<file path="src/nfc_ctrl_pkg.sv">
// constants shared by both ends of the tag control link
// assumes a single 200 MHz clock on both ends
package nfc_ctrl_pkg;
   // ****************************************
   // device register map, byte addresses
   // ****************************************
   localparam logic [15:0] CTRL_ADDR = 16'hFFFE;
   localparam logic [15:0] CTRL_HI_ADDR = 16'hFFFF;
   localparam logic [15:0] IEN_ADDR = 16'hFFFA;
   localparam logic [15:0] FLAG_ADDR = 16'hFFF8;
   localparam logic [7:0] CTRL_RESET = 8'h00;
   localparam logic [7:0] IEN_RESET = 8'h00;
   localparam logic [7:0] FLAG_RESET = 8'h00;
   // general control fields
   localparam int RESTART_BIT = 0;
   localparam int RADIO_BIT = 1;
   localparam int INTEN_BIT = 2;
   localparam int POLHIGH_BIT = 3;
   localparam int PUSHPULL_BIT = 4;
   localparam int BIP_BIT = 5;
   localparam int STANDBY_BIT = 6;
   // interrupt flag / enable fields
   localparam int IRQ_BIP_BIT = 4;
   localparam int IRQ_NDEF_BIT = 5;
   // ****************************************
   // frame commands and byte positions
   // ****************************************
   localparam logic [7:0] CMD_WRITE = 8'h02;
   localparam logic [7:0] CMD_READ = 8'h03;
   localparam logic [7:0] CMD_READ_ALT = 8'h0B;
   localparam logic [7:0] DUMMY_BYTE = 8'h00;
   localparam logic [2:0] IDX_CMD = 3'h0;
   localparam logic [2:0] IDX_AHI = 3'h1;
   localparam logic [2:0] IDX_ALO = 3'h2;
   localparam logic [2:0] IDX_D0 = 3'h3;
   localparam logic [2:0] IDX_D1 = 3'h4;
   localparam logic [2:0] IDX_CHK = 3'h5;
   localparam logic [2:0] IDX_LAST = 3'h7;
   // ****************************************
   // timing
   // ****************************************
   localparam int CLK_MHZ = 200;
   localparam int RESTART_NS = 1000;
   localparam int RESTART_CYCLES = (RESTART_NS * CLK_MHZ + 999) / 1000;
   // ****************************************
   // host controller register map
   // ****************************************
   localparam logic [3:0] H_ADDR = 4'h0;
   localparam logic [3:0] H_WDATA = 4'h1;
   localparam logic [3:0] H_CMD = 4'h2;
   localparam logic [3:0] H_STAT = 4'h3;
   localparam logic [3:0] H_RDATA = 4'h4;
   localparam logic [3:0] H_IRQST = 4'h5;
   localparam logic [3:0] H_IRQCLR = 4'h6;
   localparam logic [3:0] H_IRQEN = 4'h7;
   localparam int GO_WR_BIT = 0;
   localparam int GO_RD_BIT = 1;
   localparam int EV_DONE = 0;
   localparam int EV_REFUSED = 1;
   localparam int EV_BIPERR = 2;
   localparam int EV_W = 3;
endpackage : nfc_ctrl_pkg

</file>
<file path="src/nfc_link_if.sv">
// byte-level link between host controller and tag control logic
// the testbench drives boardPull, the level of the board resistor
`timescale 1ns/1ps
interface nfc_link_if;
   logic frmActive;
   logic txValid;
   logic [7:0] txByte;
   logic rxValid;
   logic [7:0] rxByte;
   logic intoOut;
   logic intoOeN;
   logic boardPull;
   logic intoPin;
   // resistor wins only while the device lets go of the pin
   assign intoPin = intoOeN ? boardPull : intoOut;
   modport device (input frmActive, input txValid, input txByte,
                   output rxValid, output rxByte, output intoOut, output intoOeN);
   modport host (output frmActive, output txValid, output txByte,
                 input rxValid, input rxByte, input intoPin);
endinterface : nfc_link_if

</file>
<file path="src/nfc_tag_general_control.sv">
// tag end: general control register, interrupt flags/enables, link decoder
// assumes link bytes arrive synchronous to clk, one per txValid pulse
// Notes on behaviour
// - low byte at even address, high byte odd
// - restart bit resets settings, link waits, reads 0
// - host waits recovery then rewrites everything
// - radio on runs check; failure flags error
// - host should clear radio before memory writes
// - host avoids writes while radio on
// - interrupt enable low keeps pin floating
// - polarity bit picks active level
// - open drain floats when nothing pending
// - push-pull drives inactive level when idle
// - parity bit switches later frames to checked format
// - check byte is XOR of covered bytes
// - standby only when radio, watchdog, link idle
// - checked write with bad byte is discarded
// - pin shows OR of enabled pending flags
//
// Design decision made here: strobed register access.
`timescale 1ns/1ps
module nfc_tag_general_control (
   input wire logic clk, // 200 MHz
   input wire logic rst_n, // async, active low
   nfc_link_if.device lnk, // link to host
   input wire logic ndefOk, // result of the message structure check
   input wire logic watchdogOn, // communication watchdog running
   output logic radioOn, // radio interface enabled
   output logic bipMode, // checked framing in force
   output logic standby, // low-power standby entered
   output logic restartBusy // recovering from soft restart
);
   typedef struct packed {
      logic [7:0] ctrl;
      logic [7:0] ien;
      logic [7:0] flags;
   } regs_type;

   typedef struct packed {
      regs_type r;
      logic [2:0] idx;
      logic [7:0] cmd;
      logic [15:0] addr;
      logic [7:0] d0;
      logic [7:0] d1;
      logic [7:0] acc;
      logic [15:0] busyCnt;
      logic rxValid;
      logic [7:0] rxByte;
      logic intoOut;
      logic intoOeN;
      logic standby;
      logic busy;
   } state_type;

   localparam regs_type REGS_RESET = '{nfc_ctrl_pkg::CTRL_RESET, nfc_ctrl_pkg::IEN_RESET,
                                       nfc_ctrl_pkg::FLAG_RESET};

   state_type q;
   state_type d;

   // ****************************************
   // register byte access
   // ****************************************
   function automatic logic [7:0] readByte(input regs_type r, input logic [15:0] a);
      logic [7:0] v;
      v = 8'h00;
      case (a)
         nfc_ctrl_pkg::CTRL_ADDR: begin
            v = r.ctrl;
            v[nfc_ctrl_pkg::RESTART_BIT] = 1'b0;
         end
         nfc_ctrl_pkg::IEN_ADDR: v = r.ien;
         nfc_ctrl_pkg::FLAG_ADDR: v = r.flags;
         default: v = 8'h00;
      endcase
      return v;
   endfunction : readByte

   function automatic regs_type writeByte(input regs_type r, input logic [15:0] a,
                                          input logic [7:0] v, input logic ok);
      regs_type n;
      n = r;
      case (a)
         nfc_ctrl_pkg::CTRL_ADDR: begin
            n.ctrl = v;
            n.ctrl[nfc_ctrl_pkg::RESTART_BIT] = 1'b0;
            // only an off-to-on step runs the structure check
            if (v[nfc_ctrl_pkg::RADIO_BIT] && !r.ctrl[nfc_ctrl_pkg::RADIO_BIT] && !ok) begin
               n.ctrl[nfc_ctrl_pkg::RADIO_BIT] = 1'b0;
               n.flags[nfc_ctrl_pkg::IRQ_NDEF_BIT] = 1'b1;
            end
         end
         nfc_ctrl_pkg::IEN_ADDR: n.ien = v;
         nfc_ctrl_pkg::FLAG_ADDR: n.flags = r.flags & ~v;
         default: n = r;
      endcase
      return n;
   endfunction : writeByte

   function automatic logic isRestart(input logic [15:0] a, input logic [7:0] v);
      return (a == nfc_ctrl_pkg::CTRL_ADDR) && v[nfc_ctrl_pkg::RESTART_BIT];
   endfunction : isRestart

   // ****************************************
   // next state
   // ****************************************
   always_comb begin
      logic bipOn;
      logic isWr;
      logic isRd;
      logic evBip;
      logic restart;
      logic pending;
      logic [7:0] b;
      logic [7:0] rd;
      regs_type keep;
      bipOn = q.r.ctrl[nfc_ctrl_pkg::BIP_BIT];
      isWr = (q.cmd == nfc_ctrl_pkg::CMD_WRITE);
      isRd = (q.cmd == nfc_ctrl_pkg::CMD_READ) || (q.cmd == nfc_ctrl_pkg::CMD_READ_ALT);
      evBip = 1'b0;
      restart = 1'b0;
      pending = 1'b0;
      b = lnk.txByte;
      rd = readByte(q.r, q.addr);
      keep = q.r;
      d = q;
      d.rxValid = 1'b0;
      if (q.busyCnt != 16'h0000) begin
         d.busyCnt = q.busyCnt - 16'h0001;
      end
      if (!lnk.frmActive) begin
         d.idx = nfc_ctrl_pkg::IDX_CMD;
      end else if (lnk.txValid && q.busyCnt == 16'h0000) begin
         if (q.idx != nfc_ctrl_pkg::IDX_LAST) begin
            d.idx = q.idx + 3'h1;
         end
         case (q.idx)
            nfc_ctrl_pkg::IDX_CMD: d.cmd = b;
            nfc_ctrl_pkg::IDX_AHI: begin
               d.addr[15:8] = b;
               d.acc = b;
            end
            nfc_ctrl_pkg::IDX_ALO: begin
               d.addr[7:0] = b;
               d.acc = q.acc ^ b;
            end
            default: begin
               if (isWr && bipOn) begin
                  // checked write: hold both bytes until the check byte
                  if (q.idx == nfc_ctrl_pkg::IDX_D0) begin
                     d.d0 = b;
                     d.acc = q.acc ^ b;
                  end else if (q.idx == nfc_ctrl_pkg::IDX_D1) begin
                     d.d1 = b;
                     d.acc = q.acc ^ b;
                  end else if (q.idx == nfc_ctrl_pkg::IDX_CHK) begin
                     if (b == q.acc) begin
                        keep = writeByte(q.r, q.addr, q.d0, ndefOk);
                        keep = writeByte(keep, q.addr + 16'h0001, q.d1, ndefOk);
                        restart = isRestart(q.addr, q.d0);
                     end else begin
                        evBip = 1'b1;
                     end
                  end
               end else if (isWr) begin
                  keep = writeByte(q.r, q.addr, b, ndefOk);
                  restart = isRestart(q.addr, b);
                  d.addr = q.addr + 16'h0001;
               end else if (isRd && q.idx == nfc_ctrl_pkg::IDX_D0) begin
                  d.acc = q.acc ^ b; // dummy byte is covered too
               end else if (isRd && bipOn) begin
                  d.rxValid = (q.idx <= 3'h6);
                  if (q.idx == 3'h6) begin
                     d.rxByte = q.acc;
                  end else begin
                     d.rxByte = rd;
                     d.acc = q.acc ^ rd;
                     d.addr = q.addr + 16'h0001;
                  end
               end else if (isRd) begin
                  d.rxValid = 1'b1;
                  d.rxByte = rd;
                  d.addr = q.addr + 16'h0001;
               end
            end
         endcase
      end
      d.r = keep;
      if (restart) begin
         d.r = REGS_RESET;
         d.busyCnt = 16'(nfc_ctrl_pkg::RESTART_CYCLES);
         d.idx = nfc_ctrl_pkg::IDX_LAST;
      end
      // hardware set wins over a same-cycle clear
      if (evBip) begin
         d.r.flags[nfc_ctrl_pkg::IRQ_BIP_BIT] = 1'b1;
      end
      pending = |(d.r.flags & d.r.ien);
      d.intoOeN = !(d.r.ctrl[nfc_ctrl_pkg::INTEN_BIT] &&
                    (pending || d.r.ctrl[nfc_ctrl_pkg::PUSHPULL_BIT]));
      d.intoOut = pending ? d.r.ctrl[nfc_ctrl_pkg::POLHIGH_BIT]
                          : !d.r.ctrl[nfc_ctrl_pkg::POLHIGH_BIT];
      d.standby = d.r.ctrl[nfc_ctrl_pkg::STANDBY_BIT] && !d.r.ctrl[nfc_ctrl_pkg::RADIO_BIT]
                  && !watchdogOn && !lnk.frmActive && d.busyCnt == 16'h0000;
      d.busy = d.busyCnt != 16'h0000;
   end

   // ****************************************
   // state register
   // ****************************************
   always_ff @(posedge clk or negedge rst_n) begin
      if (!rst_n) begin
         q <= '{r: REGS_RESET, idx: 3'h0, cmd: 8'h00, addr: 16'h0000, d0: 8'h00, d1: 8'h00,
                acc: 8'h00, busyCnt: 16'h0000, rxValid: 1'b0, rxByte: 8'h00,
                intoOut: 1'b1, intoOeN: 1'b1, standby: 1'b0, busy: 1'b0};
      end else begin
         q <= d;
      end
   end

   assign lnk.rxValid = q.rxValid;
   assign lnk.rxByte = q.rxByte;
   assign lnk.intoOut = q.intoOut;
   assign lnk.intoOeN = q.intoOeN;
   assign radioOn = q.r.ctrl[nfc_ctrl_pkg::RADIO_BIT];
   assign bipMode = q.r.ctrl[nfc_ctrl_pkg::BIP_BIT];
   assign standby = q.standby;
   assign restartBusy = q.busy;
endmodule : nfc_tag_general_control

</file>
<file path="src/flat_wrapper.sv">
// flat-port wrapper written by rule: the top's interface ports become plain ports
module nfc_tag_general_control_flat 
  (clk, rst_n, ndefOk, watchdogOn, radioOn, bipMode, standby, restartBusy, lnk_frmActive, lnk_txValid, lnk_txByte, lnk_rxValid, lnk_rxByte, lnk_intoOut, lnk_intoOeN);
  nfc_link_if lnk_i ();
  input wire logic clk;
  input wire logic rst_n;
  input wire logic ndefOk;
  input wire logic watchdogOn;
  output logic radioOn;
  output logic bipMode;
  output logic standby;
  output logic restartBusy;
  input wire logic [$bits(lnk_i.frmActive)-1:0] lnk_frmActive;
  input wire logic [$bits(lnk_i.txValid)-1:0] lnk_txValid;
  input wire logic [$bits(lnk_i.txByte)-1:0] lnk_txByte;
  output wire logic [$bits(lnk_i.rxValid)-1:0] lnk_rxValid;
  output wire logic [$bits(lnk_i.rxByte)-1:0] lnk_rxByte;
  output wire logic [$bits(lnk_i.intoOut)-1:0] lnk_intoOut;
  output wire logic [$bits(lnk_i.intoOeN)-1:0] lnk_intoOeN;
  assign lnk_i.frmActive = lnk_frmActive;
  assign lnk_i.txValid = lnk_txValid;
  assign lnk_i.txByte = lnk_txByte;
  assign lnk_rxValid = lnk_i.rxValid;
  assign lnk_rxByte = lnk_i.rxByte;
  assign lnk_intoOut = lnk_i.intoOut;
  assign lnk_intoOeN = lnk_i.intoOeN;
  nfc_tag_general_control u_core (.clk(clk), .rst_n(rst_n), .lnk(lnk_i), .ndefOk(ndefOk), .watchdogOn(watchdogOn), .radioOn(radioOn), .bipMode(bipMode), .standby(standby), .restartBusy(restartBusy));
endmodule
</file>
<file path="config.mk">
export PLATFORM = sky130hd
export DESIGN_NAME = nfc_tag_general_control_flat
export DESIGN_NICKNAME = d
export VERILOG_FILES = /design/src/nfc_ctrl_pkg.sv /design/src/nfc_link_if.sv /design/src/nfc_tag_general_control.sv /design/src/flat_wrapper.sv
export SDC_FILE = /design/constraint.sdc
export NUM_CORES = 1
export LEC_CHECK = 0
export BUFFER_PORTS_ARGS = -buffer_cell sky130_fd_sc_hd__buf_2
export CORE_MARGIN = 10
export CORE_UTILIZATION = 40
export DETAILED_ROUTE_END_ITERATION = 7
export GPL_ROUTABILITY_DRIVEN = 0
export SLEW_MARGIN = 20
export SYNTH_ARGS = -nofsm -noshare
export SYNTH_HDL_FRONTEND = slang
export SYNTH_SLANG_ARGS = --single-unit
</file>
<file path="constraint.sdc">
create_clock -name clk -period 4.7 [get_ports clk]
set_input_delay 0.705 -clock clk [delete_from_list [all_inputs] [get_ports clk]]
set_output_delay 0.705 -clock clk [all_outputs]
set_load 0.03 [all_outputs]
</file>
==> results.json <==
{
  "status": "finished clean",
  "dp_hpwl_um": 17600,
  "synth_edf_count": 0,
  "ys_ff_latch": 103,
  "cp.arrival_ns": 4.41,
  "clkSinkCount": 103,
  "max_cap_violations": 0,
  "syn-instance-count": 869,
  "core_area_mm2": 0.0179,
  "synth_simple_gate_area_share": 0.229,
  "synth_area_mm2": 0.00727,
  "reg2regPathDepth": 11,
  "dpl.cell_count": 1087,
  "synth_top_family_by_area": "compound AO/OA/AOI/OAI gates",
  "final_cells": 1103,
  "cts_tree": "built",
  "initial_core_util": 0.406,
  "grt_max_degree": 65,
  "yosys_warnings": 0,
  "io_buffers": 28,
  "start_kind": "flop",
  "max-vdd-ir-drop_uv": 218,
  "fin_crit_ns": 4.16,
  "vias_per_cell": 6.38,
  "dpl_cell_area_mm2": 0.00759,
  "layout_commonest_cell": "dfrtp_1",
  "detail_route.iter0.violations": 772,
  "r2r-end": "u_core.standby",
  "ys.flop_type": "dfrtp_1",
  "power_w": 0.00180,
  "finish.instance_area_mm2": 0.00790,
  "syn_area_per_cell_um2": 8.36,
  "postCtsSetupRepairBufs": 0,
  "reg2reg_slack_ns": 0.54,
  "p_per_area_mw_per_mm2": 228,
  "cts_buffers": 9,
  "diodes": 0,
  "area_delta_synth_final_pct": 8.62,
  "final_nets": 895,
  "via_count": 7035,
  "synthAdderAreaFrac": 0.0207,
  "detail-route-antenna-nets": 0,
  "synth_compound_area_frac": 0.252,
  "skew_ns": 0.0139,
  "slowest_delay_ns": 0.74,
  "dieWidth_um": 155,
  "routedWlPerCell_um": 22.1,
  "grt_usage": 0.198,
  "post-route-period-util": 0.884,
  "power.leakage_nw": 3.30,
  "muxShareOfSynthArea": 0.0594,
  "htree_levels": 3,
  "fmax_mhz": 241,
  "crit_top_cell": "o22ai_1",
  "async_flop_share": 1.00,
  "finalSetupTns_ns": 0,
  "die_area_mm2": 0.0240,
  "ys_seq_area_frac": 0.355,
  "min_path_type": "input port to async pin",
  "pin_count": 29,
  "die_h_um": 155,
  "cts-resized-gates": 0,
  "reg2reg_from": "u_core.q[53]",
  "antenna_found_initial": 0,
  "crit_required_ns": 4.95,
  "synth-xor-area-share": 0.0277,
  "drive_gt1_frac": 0.132,
  "synth_fp_nets": 895,
  "hold_violations": 0,
  "rsz0062_at_grt": "no",
  "setup_violations": 0,
  "cts.clk_slew.worst_paths_ns": 0.08,
  "drv_slew": 0,
  "wl_um": 24400,
  "worst_slew_pin_slew_ns": 1.13,
  "placementRows": 49,
  "first_pass_iters": 6,
  "synth_cell_types": 79,
  "slowest_stage": "or4b_1",
  "crit_type": "flop to flop",
  "overflow": 0,
  "path_max_fanout": 10,
  "crit_path_end_kind": "flop",
  "drc_errors": 0,
  "root_buffer": "clkbuf_16",
  "slew_headroom": 0.247,
  "clkLatencyLatePin_ns": 0.36,
  "final_cell_mix": "101 x dfrtp_1, 96 x nor2_1, 87 x nand2_1",
  "critical_path.cell_chain": "ha_1 > nand3_1 > nor3_1 > o22ai_1 > or4b_1 > or2_1 > a21oi_1 > o22ai_1 > mux2_2 > o21ai_0 > nor4bb_1",
  "cts_hold_buf": 0,
  "grt_pass1_wl_um": 37700,
  "cts_buffer_depth": 2,
  "grt_pass1_vias": 6526
}
worst max path at each step:
stage,startpoint,endpoint,slack (ns),depth (start not counted)
after CTS,u_core.q[54],u_core.standby,0.61,11
final,u_core.q[53],u_core.standby,0.54,11
after floorplan,u_core.q[13],u_core.standby,1.31,12
after global placement,lnk_txByte[3],u_core.lnk.intoOut,0.72,11
after global routing,u_core.q[54],u_core.standby,0.26,11
after detailed placement,u_core.q[54],u_core.standby,0.61,11
per-layer routing:
layer  vias to the layer above  global-route usage  wire length [µm]
li1                       3248                   -                 -
met1                      3320               0.258             10400
met2                       375               0.293             10500
met3                        92              0.0591              2370
met4                         0              0.0936              1110
met5                         -                   0                 0
cell families after synthesis:
| family | count (synthesis) |
|---|---|
| and+or+nand+nor | 325 |
| AOI/OAI and AO/OA | 274 |
| DFF | 103 |
| buffers and inverters | 92 |
| muxes | 40 |
| xor gates and xnor gates | 23 |
| adders and majority gates | 12 |
power by group:
part | internal, W | switching, W
Combinational | 0.0000278 | 0.0000842
Sequential | 0.000892 | 0.00000903
Clock | 0.000422 | 0.000369
layout make-up:
cell class	instances	area [µm²]
clock buffers	10	229
clock inverters	6	73.8
fillers	1826	10000
inverters	28	105
multi-input cells	674	4290
flip-flops and latches	103	2580
well taps	229	287
repair buffers	53	330
state kept, by name, indices dropped and copies added (netlist names):
signal and flops:
u_core.bipMode 1, u_core.lnk.intoOeN 1, u_core.lnk.rxByte 8, u_core.radioOn 1, u_core.restartBusy 1, u_core.lnk.rxValid 1, u_core.lnk.intoOut 1, u_core.q 88
u_core.standby 1
worst max-delay path, delay by kind of cell (launching register included):
kind,cells,cell delay (ns)
multiplexers,1,0.27
adder cells (fa/ha/maj),1,0.32
flip-flops,1,0.51
AND/OR/NAND/NOR,5,2.10
AO/OA/AOI/OAI,4,0.83
metrics by stage:
step                      worst slack, ns  hold WS (ns)  utilization
after global placement              0.716         0.457        0.424
after global routing                0.257         0.487        0.441
after floorplan                      1.31         0.409            -
after detailed placement            0.611         0.465        0.424
final                               0.543         0.422        0.441
after CTS                           0.606         0.457        0.441
Yosys cell counts (3+ instances only):
cell,number,share of area
dfrtp_1,101,0.35
o31ai_1,9,0.0093
a21oi_1,42,0.029
o22a_1,15,0.018
a21o_1,3,0.0031
a211o_1,3,0.0036
o22ai_1,8,0.0069
buf_2,7,0.0048
nor2b_1,8,0.0069
mux2_2,25,0.039
o21a_1,5,0.0052
xnor2_1,12,0.014
o31a_1,3,0.0036
nand4_1,12,0.010
a22oi_1,8,0.0083
ha_1,12,0.021
a22o_1,3,0.0036
a221o_1,12,0.017
or4_1,6,0.0062
mux2i_1,15,0.021
nor3_1,17,0.012
and4_1,3,0.0036
nand3b_1,3,0.0031
buf_4,9,0.0093
nor4_2,3,0.0052
clkbuf_1,42,0.022
buf_1,3,0.0015
a211oi_1,9,0.0093
xor2_1,11,0.013
nor2_1,96,0.050
nand3_1,28,0.019
nor4_1,13,0.011
a41oi_1,7,0.0084
inv_1,27,0.014
and2_1,3,0.0026
nand2b_1,6,0.0052
a32oi_1,10,0.012
a31oi_1,24,0.021
o21ai_0,77,0.053
nand2_1,87,0.045
or3_1,6,0.0052
o221ai_1,15,0.018
o21ai_1,3,0.0021
and3_1,14,0.012
Power figures use the tool's default switching activity.
